`config.mk`:
```
export PLATFORM = sky130hd
export DESIGN_NAME = flash_host
export DESIGN_NICKNAME = d
export VERILOG_FILES = /design/src/pkg/flash_host_pkg.sv /design/src/logic/flash_bus_cycle.sv /design/src/logic/flash_host.sv
export VERILOG_INCLUDE_DIRS = /design/src /design/src/pkg
export SDC_FILE = /design/constraint.sdc
export NUM_CORES = 1
export LEC_CHECK = 0
export ABC_AREA = 1
export CAP_MARGIN = 20
export CORE_UTILIZATION = 55
export CTS_BUF_LIST = sky130_fd_sc_hd__clkbuf_2
export DETAILED_ROUTE_END_ITERATION = 10
export DONT_BUFFER_PORTS = 1
export HOLD_SLACK_MARGIN = 0.15
export PLACE_DENSITY = 0.7
export SYNTH_ARGS = -nofsm -noshare
export SYNTH_HDL_FRONTEND = slang
export SYNTH_SLANG_ARGS = --single-unit
```
`constraint.sdc`:
```
create_clock -name i_core_clk -period 2.1 [get_ports i_core_clk]
set_clock_uncertainty 0.1 [all_clocks]
set_input_delay 0.105 -clock i_core_clk [delete_from_list [all_inputs] [get_ports i_core_clk]]
set_output_delay 0.105 -clock i_core_clk [all_outputs]
set_load 0.05 [all_outputs]
```
`src/pkg/flash_host_consts.svh`:
```
// timing counts, command words and address map for the parallel flash host
`ifndef FLASH_HOST_CONSTS_SVH
`define FLASH_HOST_CONSTS_SVH

`define CLK_PERIOD_NS     8
`define T_AS_NS           10
`define T_WP_NS           100
`define T_AH_NS           50
`define T_WPH_NS          100
`define T_ACC_NS          120
`define MIN_STROBE_HIGH_PULSE_NS 150
`define T_BP_US           50
`define T_EC_S            10
`define SYNC_STAGES       2

// least times round up, longest times round down
`define CYC_MIN(ns)       (((ns) + `CLK_PERIOD_NS - 1) / `CLK_PERIOD_NS)
`define AS_CYC            `CYC_MIN(`T_AS_NS)
`define WP_CYC            `CYC_MIN(`T_WP_NS)
`define AH_CYC            `CYC_MIN(`T_AH_NS)
`define WPH_CYC           `CYC_MIN(`T_WPH_NS)
`define RD_CYC            (`CYC_MIN(`T_ACC_NS) + `SYNC_STAGES + 1)
`define MIN_STROBE_HIGH_PULSE_CYC `CYC_MIN(`MIN_STROBE_HIGH_PULSE_NS)
`define BP_CYC            ((`T_BP_US * 1000) / `CLK_PERIOD_NS)
`define EC_CYC            (`T_EC_S * (1000000000 / `CLK_PERIOD_NS))

`define CHIP_ERASE_ADDR   17'h05555
`define CHIP_ERASE_CODE   8'h10
`define SECTOR_ERASE_CODE 8'h30
`define CMD_HIGH_BYTE     8'h00
`define TOGGLE_BIT        6
`define BOOT_FIRST_ADDR   17'h00000
`define BOOT_LAST_ADDR    17'h01FFF

`endif

```
`src/pkg/flash_host_pkg.sv`:
```
// types shared by the flash host modules
`default_nettype none
package flash_host_pkg;
	typedef enum logic [2:0] {
		OP_READ         = 3'h0,
		OP_WRITE        = 3'h1,
		OP_PROGRAM      = 3'h2,
		OP_CHIP_ERASE   = 3'h3,
		OP_SECTOR_ERASE = 3'h4
	} op_t;

	typedef enum logic [2:0] {
		B_IDLE    = 3'h0,
		B_SETUP   = 3'h1,
		B_STROBE  = 3'h2,
		B_HOLD    = 3'h3,
		B_RECOVER = 3'h4
	} bus_state_t;

	typedef enum logic [2:0] {
		M_IDLE      = 3'h0,
		M_GO        = 3'h1,
		M_WAIT      = 3'h2,
		M_POLL_GO   = 3'h3,
		M_POLL_WAIT = 3'h4
	} main_state_t;
endpackage
`default_nettype wire

```
`src/logic/flash_bus_cycle.sv`:
```
// one timed read or write strobe cycle on the flash pins
`timescale 1ns/1ps
`default_nettype none
`include "flash_host_consts.svh"
module flash_bus_cycle import flash_host_pkg::*; (
	input  wire logic        i_core_clk,
	input  wire logic        i_nrst,
	input  wire logic        i_start,
	input  wire logic        i_write,
	input  wire logic [16:0] i_addr,
	input  wire logic [15:0] i_wdata,
	input  wire logic [15:0] i_dq_in,
	output logic             o_idle,
	output logic             o_done,
	output logic [15:0]      o_rdata,
	output logic             o_ce_n,
	output logic             o_oe_n,
	output logic             o_we_n,
	output logic [16:0]      o_addr,
	output logic [15:0]      o_dq_out,
	output logic             o_dq_oe
);
	bus_state_t  state, next_state;
	logic [7:0]  cnt, next_cnt;
	logic        wr, next_wr;
	logic [16:0] next_addr;
	logic [15:0] next_dq_out, next_rdata;
	logic        next_dq_oe, next_ce_n, next_oe_n, next_we_n, next_done;
	logic [15:0] dq_meta, dq_sync;

	// pin data is asynchronous to us: two stages before anything looks at it
	always_ff @(posedge i_core_clk) begin
		if (!i_nrst) begin
			dq_meta <= 16'h0000;
			dq_sync <= 16'h0000;
		end else begin
			dq_meta <= i_dq_in;
			dq_sync <= dq_meta;
		end
	end

	// strobe sequencer; oe stays high for the whole write
	always_comb begin
		next_state  = state;
		next_cnt    = cnt;
		next_wr     = wr;
		next_addr   = o_addr;
		next_dq_out = o_dq_out;
		next_dq_oe  = o_dq_oe;
		next_ce_n   = o_ce_n;
		next_oe_n   = o_oe_n;
		next_we_n   = o_we_n;
		next_rdata  = o_rdata;
		next_done   = 1'b0;
		case (state)
			B_IDLE: begin
				if (i_start) begin
					next_wr     = i_write;
					next_addr   = i_addr;
					next_dq_out = i_wdata;
					next_dq_oe  = i_write;
					next_ce_n   = 1'b0;
					next_cnt    = 8'(`AS_CYC - 1);
					next_state  = B_SETUP;
				end
			end
			B_SETUP: begin
				if (cnt == 8'h00) begin
					if (wr) begin
						next_we_n = 1'b0; // (RULE3)
						next_cnt  = 8'(`WP_CYC - 1);
					end else begin
						next_oe_n = 1'b0;
						next_cnt  = 8'(`RD_CYC - 1);
					end
					next_state = B_STROBE;
				end else begin
					next_cnt = cnt - 8'h01;
				end
			end
			B_STROBE: begin
				if (cnt != 8'h00) begin
					next_cnt = cnt - 8'h01;
				end else if (wr) begin
					next_we_n  = 1'b1;
					next_cnt   = 8'(`AH_CYC - 1);
					next_state = B_HOLD;
				end else begin
					// oe and ce rise together; high time counted in recover
					next_rdata = dq_sync;
					next_oe_n  = 1'b1;
					next_ce_n  = 1'b1;
					next_done  = 1'b1;
					next_cnt   = 8'(`MIN_STROBE_HIGH_PULSE_CYC - 1); // (RULE7)
					next_state = B_RECOVER;
				end
			end
			B_HOLD: begin
				if (cnt == 8'h00) begin
					next_ce_n  = 1'b1;
					next_dq_oe = 1'b0;
					next_done  = 1'b1;
					next_cnt   = 8'(`WPH_CYC - `AH_CYC - 1);
					next_state = B_RECOVER;
				end else begin
					next_cnt = cnt - 8'h01;
				end
			end
			B_RECOVER: begin
				if (cnt == 8'h00) begin
					next_state = B_IDLE;
				end else begin
					next_cnt = cnt - 8'h01;
				end
			end
			default: begin
				next_state = B_IDLE;
			end
		endcase
	end

	always_ff @(posedge i_core_clk) begin
		if (!i_nrst) begin
			state    <= B_IDLE;
			cnt      <= 8'h00;
			wr       <= 1'b0;
			o_addr   <= 17'h00000;
			o_dq_out <= 16'h0000;
			o_dq_oe  <= 1'b0;
			o_ce_n   <= 1'b1;
			o_oe_n   <= 1'b1;
			o_we_n   <= 1'b1;
			o_rdata  <= 16'h0000;
			o_done   <= 1'b0;
		end else begin
			state    <= next_state;
			cnt      <= next_cnt;
			wr       <= next_wr;
			o_addr   <= next_addr;
			o_dq_out <= next_dq_out;
			o_dq_oe  <= next_dq_oe;
			o_ce_n   <= next_ce_n;
			o_oe_n   <= next_oe_n;
			o_we_n   <= next_we_n;
			o_rdata  <= next_rdata;
			o_done   <= next_done;
		end
	end

	assign o_idle = (state == B_IDLE);

	// helper: cycles since oe last rose, saturating
	logic [7:0] oe_high_cnt;
	always_ff @(posedge i_core_clk) begin
		if (!i_nrst) begin
			oe_high_cnt <= 8'hFF;
		end else if (!o_oe_n) begin
			oe_high_cnt <= 8'h00;
		end else if (oe_high_cnt != 8'hFF) begin
			oe_high_cnt <= oe_high_cnt + 8'h01;
		end
	end
endmodule
`default_nettype wire

```
`src/logic/flash_host.sv`:
```
// host controller for a 16-bit parallel flash: raw cycles, erase and toggle polling
// Rules of the flash device that this block works to
// (RULE1) chip erase ends with a write of 10 hex at address 5555.
// (RULE2) sector erase ends with a write of 30 hex at the sector address.
// (RULE3) output enable stays high while write and chip enable are both low.
// (RULE4) device flips bit 6 on each read while busy; host watches for it to stop.
// (RULE5) status polling reads reuse one fixed address.
// (RULE6) only a change between successive bit 6 reads matters, never its value.
// (RULE7) output enable stays high at least 150 ns between polling reads.
// (RULE8) commands use the low data byte and address bits 14 to 0.
// (RULE9) in id mode, address bit 0 picks maker or device code.
// (RULE10) device leaves id mode on power loss, starting in normal reads.
// (RULE11) id exit command returns the device to normal reads.
// (RULE12) either id exit command form is accepted by the device.
// (RULE13) one word programs within 50 microseconds.
// (RULE14) boot block sits at word addresses 00000 to 01FFF.
// (RULE15) lockout sequence protects the boot block from further programming.
// (RULE16) unlock and command preambles come from the user as raw writes.
`timescale 1ns/1ps
`default_nettype none
`include "flash_host_consts.svh"
module flash_host import flash_host_pkg::*; #(
	parameter int unsigned PROG_TIMEOUT_CYC  = `BP_CYC,
	parameter int unsigned ERASE_TIMEOUT_CYC = `EC_CYC
) (
	input  wire logic        i_core_clk,
	input  wire logic        i_nrst,
	input  wire logic        i_cmd_valid,
	input  wire op_t         i_cmd_op,
	input  wire logic [16:0] i_cmd_addr,
	input  wire logic [15:0] i_cmd_data,
	input  wire logic [15:0] i_flash_dq_in,
	output logic             o_cmd_ready,
	output logic             o_cmd_done,
	output logic [15:0]      o_cmd_rdata,
	output logic             o_cmd_timeout,
	output logic             o_flash_ce_n,
	output logic             o_flash_oe_n,
	output logic             o_flash_we_n,
	output logic             o_flash_rst_n,
	output logic [16:0]      o_flash_addr,
	output logic [15:0]      o_flash_dq_out,
	output logic             o_flash_dq_oe
);
	main_state_t state, next_state;
	op_t         op, next_op;
	logic [16:0] addr, next_addr;
	logic [15:0] wdata, next_wdata;
	logic        next_ready, next_cmd_done, next_timeout;
	logic [15:0] next_rdata;
	logic        last_bit, next_last_bit;
	logic        have_last, next_have_last;
	logic [30:0] tcnt, next_tcnt;

	logic        bus_start, bus_write, bus_idle, bus_done;
	logic [15:0] bus_rdata;
	logic        toggle_now;

	assign toggle_now = bus_rdata[`TOGGLE_BIT];

	flash_bus_cycle u_bus (
		.i_core_clk (i_core_clk),
		.i_nrst     (i_nrst),
		.i_start    (bus_start),
		.i_write    (bus_write),
		.i_addr     (addr),
		.i_wdata    (wdata),
		.i_dq_in    (i_flash_dq_in),
		.o_idle     (bus_idle),
		.o_done     (bus_done),
		.o_rdata    (bus_rdata),
		.o_ce_n     (o_flash_ce_n),
		.o_oe_n     (o_flash_oe_n),
		.o_we_n     (o_flash_we_n),
		.o_addr     (o_flash_addr),
		.o_dq_out   (o_flash_dq_out),
		.o_dq_oe    (o_flash_dq_oe)
	);

	// command sequencer; erase and program finish with toggle polling
	always_comb begin
		next_state     = state;
		next_op        = op;
		next_addr      = addr;
		next_wdata     = wdata;
		next_ready     = o_cmd_ready;
		next_cmd_done  = 1'b0;
		next_timeout   = o_cmd_timeout;
		next_rdata     = o_cmd_rdata;
		next_last_bit  = last_bit;
		next_have_last = have_last;
		next_tcnt      = tcnt;
		bus_start      = 1'b0;
		bus_write      = 1'b0;
		case (state)
			M_IDLE: begin
				next_ready = 1'b1;
				if (i_cmd_valid && o_cmd_ready) begin
					next_op      = i_cmd_op;
					next_addr    = i_cmd_addr;
					next_wdata   = i_cmd_data;
					next_ready   = 1'b0;
					next_timeout = 1'b0;
					next_state   = M_GO;
					if (i_cmd_op == OP_CHIP_ERASE) begin
						next_addr  = `CHIP_ERASE_ADDR; // (RULE1)
						next_wdata = {`CMD_HIGH_BYTE, `CHIP_ERASE_CODE}; // (RULE8)
					end else if (i_cmd_op == OP_SECTOR_ERASE) begin
						next_wdata = {`CMD_HIGH_BYTE, `SECTOR_ERASE_CODE}; // (RULE2)
					end
				end
			end
			M_GO: begin
				if (bus_idle) begin
					bus_start  = 1'b1;
					bus_write  = (op != OP_READ);
					next_state = M_WAIT;
				end
			end
			M_WAIT: begin
				if (bus_done) begin
					if (op == OP_READ || op == OP_WRITE) begin
						// raw cycles carry unlock preambles chosen by the user
						next_rdata    = bus_rdata; // (RULE16)
						next_cmd_done = 1'b1;
						next_ready    = 1'b1;
						next_state    = M_IDLE;
					end else begin
						next_have_last = 1'b0;
						next_tcnt      = (op == OP_PROGRAM) ? 31'(PROG_TIMEOUT_CYC)
						                                    : 31'(ERASE_TIMEOUT_CYC);
						next_state     = M_POLL_GO;
					end
				end
			end
			M_POLL_GO: begin
				// addr is left untouched so every poll reads one location
				if (bus_idle) begin
					bus_start  = 1'b1; // (RULE5)
					next_state = M_POLL_WAIT;
				end
			end
			M_POLL_WAIT: begin
				if (bus_done) begin
					next_rdata = bus_rdata;
					// first read only seeds the compare; its value means nothing
					if (have_last && toggle_now == last_bit) begin // (RULE4) (RULE6)
						next_cmd_done = 1'b1;
						next_ready    = 1'b1;
						next_state    = M_IDLE;
					end else if (tcnt == 31'h0000_0000) begin
						// device blew its internal time limit; give up
						next_timeout  = 1'b1; // (RULE13)
						next_cmd_done = 1'b1;
						next_ready    = 1'b1;
						next_state    = M_IDLE;
					end else begin
						next_last_bit  = toggle_now;
						next_have_last = 1'b1;
						next_state     = M_POLL_GO;
					end
				end
			end
			default: begin
				next_state = M_IDLE;
			end
		endcase
		// time limit runs across the whole polling phase
		if ((state == M_POLL_GO || state == M_POLL_WAIT) && tcnt != 31'h0000_0000) begin
			next_tcnt = tcnt - 31'h0000_0001;
		end
	end

	// flash reset pin held low while we are in reset, so id mode cannot linger
	always_ff @(posedge i_core_clk) begin
		if (!i_nrst) begin
			state         <= M_IDLE;
			op            <= OP_READ;
			addr          <= 17'h00000;
			wdata         <= 16'h0000;
			o_cmd_ready   <= 1'b0;
			o_cmd_done    <= 1'b0;
			o_cmd_timeout <= 1'b0;
			o_cmd_rdata   <= 16'h0000;
			last_bit      <= 1'b0;
			have_last     <= 1'b0;
			tcnt          <= 31'h0000_0000;
			o_flash_rst_n <= 1'b0;
		end else begin
			state         <= next_state;
			op            <= next_op;
			addr          <= next_addr;
			wdata         <= next_wdata;
			o_cmd_ready   <= next_ready;
			o_cmd_done    <= next_cmd_done;
			o_cmd_timeout <= next_timeout;
			o_cmd_rdata   <= next_rdata;
			last_bit      <= next_last_bit;
			have_last     <= next_have_last;
			tcnt          <= next_tcnt;
			o_flash_rst_n <= 1'b1;
		end
	end
endmodule
`default_nettype wire

```
==> Word-level counts from Yosys, hierarchy flattened <==
Cells that the tools add are included.
{ "op_classes": {"eq_ne": 35, "bitwise": 4, "n_reduce_logical": 39, "addsub": 2, "n_mux": 83} }
{ "ops": {"columns": ["operator", "count"], "rows": [
  ["$mux 31", 5],
  ["$mux 16", 5],
  ["$mux 8", 5],
  ["$pmux 8 s5", 1],
  ["$mux 1", 38],
  ["$reduce_and 5->1", 7],
  ["$mux 3", 11],
  ["$pmux 16 s2", 1],
  ["$logic_not 31->1", 1],
  ["$reduce_bool 31->1", 1],
  ["$sub 31x1->31 const B", 1],
  ["$pmux 3 s5", 2],
  ["$ne 2x2->1 const B", 13],
  ["$eq 3x2->1 const B", 6],
  ["$mux 17", 1],
  ["$ne 2x1->1 const B", 8],
  ["$pmux 1 s2", 7],
  ["$reduce_and 3->1", 4],
  ["$reduce_bool 2->1", 6],
  ["$mux 5", 2],
  ["$eq 3x1->1 const B", 3],
  ["$eq 3x3->1 const B", 3],
  ["$logic_not 3->1", 3],
  ["$reduce_bool 3->1", 3],
  ["15 further kinds", 26]
]} }
{ "totals": {"output_inout_bits": 57, "input_bits": 55, "regBits": 190} }

==> Logic depth before layout (Yosys ltp) <==
Gate-level depths: netlist (run 1).
{ "depth": {"ltp_word": 6, "mapped_depth": 13, "ltp_nobuf": 13} }

==> Hierarchy <==
Synthesis (run 1) repeated with hierarchy kept, for this count alone.
{ "hier_totals": {"cells_unflattened": 1067, "area_unflattened_um2": 7916.3} }
{ "by_module_without_submodules": {"columns": ["mod", "cells_each", "area_per_inst_um2", "instances"], "rows": [
  ["flash_host", 604, 4281.6, 1],
  ["flash_bus_cycle", 463, 3634.7, 1]
]} }

==> Worst setup path after synthesis (run 1) <==
OpenSTA, ideal clock, no wires.
{ "synth_path": {"path_type": "register to register", "from": "reg o_cmd_ready", "to": "reg wdata[1]", "stages_incl_launch_ff": 8, "t_required_ps": 1935, "t_arrival_ps": 1548, "path_slack_ps": 386, "period_less_slack_ps": 1714, "path_cell_list": "dfxtp_1 > nand2_1 > inv_1 > nand3_1 > nor3_2 > buf_4 > a22oi_1 > nor2_1"} }
{ "synth_via": {"elab_chain_len": 2} }
{ "synth_rtl": {"columns": ["element", "line", "source"], "rows": [
  ["start: declaration", "flash_host.sv:33", "output logic o_cmd_ready,"],
  ["start signal: assignment", "flash_host.sv:194", "o_cmd_ready <= next_ready;"],
  ["$logic_and 1x1->1", "flash_host.sv:98", "if (i_cmd_valid && o_cmd_ready) begin"],
  ["$reduce_and 2->1 (no source line)", null, null],
  ["end signal: assignment", "flash_host.sv:193", "wdata <= next_wdata;"],
  ["end: declaration", "flash_host.sv:48", "logic [15:0] wdata, next_wdata;"]
]} }
Every way passes these cells.
A chain may end at the register's enable or synchronous reset.

==> Final worst setup path (run 1) <==
{ "layout_path": {"from": "reg state[0]", "to": "reg wdata[11]"} }
{ "layout_via": {"elab_chain_len": 2} }
{ "layout_rtl": {"columns": ["element", "line", "source"], "rows": [
  ["start: declaration", "flash_host.sv:45", "main_state_t state, next_state;"],
  ["start signal: assignment", "flash_host.sv:190", "state <= next_state;"],
  ["$logic_not 3->1", "flash_host.sv:95", "case (state)"],
  ["$reduce_and 2->1 (no source line)", null, null]
]} }
Every way passes these cells.

==> flow_metrics.tcl, run 1 <==
set metrics [dict create \
    clk_path_buf_depth 2 \
    whs_path_depth 4 \
    power_mw 10.45 \
    pwr-share-seq_pct 51.6 \
    hold_path_class "input port to flop" \
    hold_start "i_nrst" \
    p_clk_share_pct 18.9 \
    p_sw_share_pct 41.99 \
    synth_nets 1144 \
    end_kind "flop" \
    drv_cap 0 \
    avgSynthCellArea_um2 7.244 \
    synthArstFlopShare_pct 0 \
    cp_max_fo 7 \
    synth_area_mm2 0.007874 \
    setup_viol 0 \
    drive_gt1_share_pct 9.348 \
    final_cell_mix "nor2_1 (221), nand2_1 (206), dfxtp_1 (187), dlygate4sd3_1 (157), inv_1 (110)" \
    vias_per_cell 5.243 \
    status "completed" \
    place_hpwl_um 11330 \
    final_common_cell "nor2_1" \
    grt_pass1_wl_um 32930 \
    crit_path_start "state[0]" \
    synth_edf_count 0 \
    finalHoldViolCount 0 \
    cts_buffers 17 \
    ir_worst_vdd_mv 0.7797 \
    ant_nets 0 \
    arrival_ps 2710 \
    fmax_mhz 483.5 \
    cts_sinks 190 \
    slew_violations 0 \
    dr.first_iter.drc_count 601 \
    cts_max_level 4 \
    clk_latency_ps 800 \
    fin_nets 1317 \
    vias 7624 \
    synth_cell_types 43 \
    initial_utilization_pct 56.51 \
    area_delta_synth_final_pct 29.18 \
    firstDrtPassIters 7 \
    num-fill-cells 1039 \
    yosysWarnings 0 \
    combPwrFrac_pct 29.5 \
    timing.hold.ws_ps 229.7 \
    drc 0 \
    die_width_um 121.7 \
    dieArea_mm2 0.01480 \
    critical_path.startpoint_type "flop" \
    crit-reg2reg-launch "state[0]" \
    period_share_pct 98.49 \
    rsz0062_at_grt "true" \
    antenna_found_initial 1 \
    rows 43 \
    finalCriticalPeriod_ps 2068 \
    place.port_buffers 0 \
    power.density_mw_per_mm2 1028 \
    die_h_um 121.7 \
    io_pins 112 \
    p_leak_nw 4.746 \
    p_switching_mw 4.389 \
    cts-root-buf "clkbuf_2" \
    worstPathRequired_ps 2740 \
    core_area_mm2 0.01393 \
    overflow 0 \
    place.gp.congestion 0.8838 \
    drt_wl_total_um 21560 \
    routedWlPerCell_um 14.83 \
    rr_worst_depth 8 \
    critPathKind "flop to flop" \
    tightest_slew_ps 644.7 \
    clk_pin_slew_ps 290 \
    cts_tree "done" \
    grt_max_degree 133 \
    syn_inst 1087 \
    ys_seq_elements 190 \
    relSlewSlack_pct 56.88 \
    internal_power_mw 6.064 \
    grt_pass1_vias 7050 \
    grt_use_total_pct 28.07 \
    seq_area_frac_synth_pct 48.31 \
    dominantRegCellSynth "dfxtp_1" \
]
## flip-flops by register name, indices dropped and copies added (netlist names), 3 cells and up
name and flops:
tcnt 31, addr 17, u_bus.o_addr 17, o_cmd_rdata 16, u_bus.dq_meta 16, u_bus.dq_sync 16
u_bus.o_dq_out 16, u_bus.o_rdata 16, wdata 16, u_bus.cnt 8, op 3, state 3
u_bus.state 3
## power groups by stage
stage,combinational [mW],sequential (mW),clock [mW]
detailed placement,2.39,5.43,0
global route,3.43,5.45,2.12
floorplan,1.89,5.39,0
finish,3.08,5.39,1.98
CTS,2.71,5.36,1.97
global placement,2.36,5.43,0
## final timing paths
kind	end	slack, ps
max	wdata[11]	30
min reg2reg	u_bus.o_addr[14]	360
min	u_bus.o_dq_out[1]	230
max reg2reg	wdata[11]	30
## area by class of cell
class / instances / area [um2] / area share (%)
Antenna cell: 1 / 2.502 / 0.02460
Tap cell: 180 / 225.2 / 2.214
Sequential cell: 190 / 3815 / 37.51
Clock buffer: 19 / 95.09 / 0.9349
Inverter: 124 / 465.4 / 4.576
Clock inverter: 13 / 160.2 / 1.575
Multi-Input combinational cell: 734 / 3483 / 34.25
Timing Repair Buffer: 193 / 1924 / 18.92
## cells in the mapped netlist (all sizes together) (2+ instances only)
cell type / number / area, um2
o22ai: 3 / 18.77
nor3: 18 / 100.1
nand3: 34 / 170.2
o211ai: 2 / 15.01
clkinv: 2 / 7.510
buf: 16 / 110.1
a211oi: 8 / 60.06
a21oi: 55 / 275.3
dfxtp: 190 / 3804
clkbuf: 25 / 93.84
nor3b: 2 / 15.01
xnor2: 4 / 35.03
nor4: 2 / 12.51
ha: 2 / 25.02
nor2: 240 / 989.7
a22oi: 14 / 105.1
nand3b: 4 / 30.03
inv: 122 / 457.9
nand4: 8 / 50.05
xor2: 5 / 43.79
nand2: 214 / 825.8
o21ai: 109 / 568.1
## metal layers
layer | track usage, % | share of wire [%]
met5 | 0 | 0
met1 | 34.05 | 43
met2 | 47.69 | 49
met3 | 6.976 | 5.2
met4 | 10.80 | 2.5
## cell families after synthesis
family / share of synthesized area, %
adders and majority gates: 0.3178
buffers and inverters: 8.501
and+or+nand+nor: 28.02
AOI/OAI and AO/OA: 13.86
DFF: 48.31
xor gates and xnor gates: 1.001
## through the flow
step | utilization, % | std cells | TNS, ps | setup slack, ps | area [um2]
3_5_place_dp | 58.09 | 1252 | -323.8 | -55.88 | 8095
3_3_place_gp | 58.09 | 1252 | 0 | 5.505 | 8095
6_report | 72.99 | 1454 | 0 | 31.73 | 10170
5_1_grt | 72.99 | 1454 | -119.2 | -27.97 | 10170
2_1_floorplan | - | 1087 | 0 | 386.4 | 7874
4_1_cts | 71.03 | 1439 | 0 | 8.569 | 9898
## timing repair
| item | in CTS | in global routing |
|---|---|---|
| endpoints found under the hold margin | 190 | 109 |
| resized for setup | 0 | 32 |
| setup endpoints to repair | 17 | 72 |
| cloned | 1 | 3 |
| pin swaps | 1 | 4 |
| buffers inserted | 0 | 6 |
| hold buffers | 154 | 10 |
## worst max-delay path: stages, from the launching register on
cell and delay [ps]:
dfxtp_4 410, nor2_4 110, buf_6 110, nand3_4 110, nor3_4 250, buf_4 220
a22oi_1 70, dlygate4sd3_1 560, nor2_1 100
Note: power is estimated with default switching activity, not from simulation.
==> run 2, diff against run 1 <==
- SYNTH_HIERARCHICAL: not set -> 1
==> run 2 against run 1 <==
- sequential cell count did not move
- largest cell class unchanged
- hold slack better by 65 ps
- final area fell by 6.0%
- area after synthesis rose by 0.54%
==> flow_metrics.tcl, run 2 <==
set metrics [dict create \
    crit_buf_inv 2 \
    clk_path_buf_depth 2 \
    post-route-util_pct 68.63 \
    fin_nets 1235 \
    status "completed" \
    cp_slowest_cell "dfxtp_1" \
    hold_path_class "input port to flop" \
    place_hpwl_um 11860 \
    vias 7306 \
    dominantRegCellSynth "dfxtp_1" \
    place.port_buffers 0 \
    final_cell_mix "nor2_1 (218), nand2_1 (198), dfxtp_1 (186), dlygate4sd3_1 (106), inv_1 (99)" \
    cts_sinks 190 \
    synth_cell_types 41 \
    dr.first_iter.drc_count 597 \
    clk_latency_ps 740 \
    yosysWarnings 6 \
    synth_nets 1124 \
    firstDrtPassIters 6 \
    fmax_mhz 512.8 \
    synthArstFlopShare_pct 0 \
    critical_path.startpoint_type "flop" \
    synth_area_leaders "dfxtp_1 (48%), nor2_1 (10%), nand2_1 (9.5%), o21ai_0 (5.5%), inv_1 (4.7%)" \
    cts_max_level 4 \
    setup_tns_ps 0 \
    synth_area_mm2 0.007916 \
    crit_chain "inv_1 > ha_2 > nand2_2 > nor2_4 > nand2_2 > o21ai_4 > nand2_4 > inv_6 > nand2_1 > a21oi_1" \
    stdcell_count 1372 \
    ant_nets 0 \
    synth_common_cells "nor2_1 (221), nand2_1 (200), dfxtp_1 (190)" \
    cpPeakStageDelay_ps 380 \
    cts_tree "done" \
    die_h_um 122.0 \
    dieArea_mm2 0.01488 \
    core_area_mm2 0.01393 \
    placed_cells 1229 \
    final_common_cell "nor2_1" \
    end_kind "flop" \
    avgSynthCellArea_um2 7.419 \
    cp_max_fo 14 \
    synth_top_area_share_pct 48.05 \
    period_share_pct 92.86 \
    slew_violations 0 \
    pre_cts_ws_ps -75.91 \
    initial_utilization_pct 56.81 \
    worstPathRequired_ps 2660 \
    relSlewSlack_pct 61.27 \
    drv_cap 0 \
    drc 0 \
    largest_reg_flops 31 \
    synth_area_leader_cell "dfxtp_1" \
    cts_buffers 17 \
    drt_wl_total_um 20530 \
    ir_worst_vdd_mv 1.048 \
    top_regs "tcnt: 31 flops, addr: 17 flops, u_bus/o_addr: 17 flops" \
    critPathKind "flop to flop" \
    num-fill-cells 1125 \
    place.gp.congestion 0.8782 \
    grt_use_total_pct 27.96 \
    ys_seq_elements 190 \
    syn_inst 1067 \
    power.density_mw_per_mm2 1072 \
    seq_area_frac_synth_pct 48.05 \
    finalHoldViolCount 0 \
    postPlaceCellArea_mm2 0.008112 \
    grt_max_degree 135 \
    area_delta_synth_final_pct 20.80 \
    cpMostUsedCell "nand2_2" \
    top_register "tcnt" \
    grt_pass1_vias 6905 \
    final_area_mm2 0.009563 \
    p_leak_nw 4.384 \
    finalCriticalPeriod_ps 1950 \
    clk_pin_slew_ps 260 \
    overflow 0 \
    die_width_um 122.0 \
    arrival_ps 2510 \
    io_pins 112 \
    synth_most_common_cell "nor2_1" \
    timing.hold.ws_ps 295.0 \
    grt_pass1_wl_um 32690 \
    layout_setup_ws_ps 150.0 \
    cts-root-buf "clkbuf_2" \
    vias_per_cell 5.325 \
    crit_family "simple AND/OR/NAND/NOR gates" \
    antenna_found_initial 1 \
    power_mw 10.26 \
    tightest_slew_ps 580.2 \
    routedWlPerCell_um 14.96 \
    setup_viol 0 \
    synth_edf_count 0 \
    rows 43 \
    drive_gt1_share_pct 10.92 \
]
==> run 2: worst reg2reg max path, stage by stage, from the launching register on <==
cell     delay (ps)
dfxtp_1         380
inv_1            80
ha_2            230
nand2_2         110
nor2_4          130
nand2_2         100
o21ai_4         280
nand2_4         140
inv_6           140
nand2_1          70
a21oi_1         140
==> run 2: where the power goes <==
part | total, mW | internal, mW | leakage, nW | switching (mW)
combinational | 2.87 | 1.04 | 2.67 | 1.83
sequential | 5.31 | 4.13 | 1.55 | 1.18
clock | 2.08 | 0.716 | 0.169 | 1.36
total | 10.3 | 5.89 | 4.38 | 4.37
==> run 2: area by class of cell <==
class                   instances  area, um2  share of cell area [%]
diodes                          1      2.502                 0.02617
clock buffers                  17      85.08                  0.8897
well taps                     180      225.2                   2.355
inverters                     110      421.7                   4.409
clock inverters                15      198.9                   2.080
repair buffers                129       1257                   13.15
flip-flops and latches        190       3811                   39.85
multi-input cells             730       3561                   37.24
==> run 2: cells by family after synthesis <==
kind of cell / synth area share [%]
AOI/OAI and AO/OA: 14.56
xor gates and xnor gates: 1.881
adders and majority gates: 0.3161
buffers and inverters: 7.523
DFF: 48.05
and+or+nand+nor: 27.68
==> run 2: repair_timing <==
action / 4_1_cts / 5_1_grt
hold endpoints to repair: 190 / 0
gates resized for setup: 2 / 19
buffers inserted: 0 / 2
endpoints found under the setup margin: 16 / 67
pin swaps: 1 / 2
hold buffers: 107 / 0
gates cloned: 1 / 0
==> run 2: worst paths after layout <==
check | from | to | slack (ps) | depth (start not counted)
max | tcnt[0] | tcnt[6] | 150 | 10
min | i_cmd_valid | state[1] | 290 | 6
max reg2reg | tcnt[0] | tcnt[6] | 150 | 10
min reg2reg | u_bus/dq_meta[11] | u_bus/dq_sync[11] | 320 | 2
==> run 2: layer usage <==
metal / global-route usage [%] / share of wire, %
met5: 0 / 0
met4: 13.04 / 3.4
met3: 7.069 / 6.4
met1: 33.78 / 42
met2: 46.40 / 48
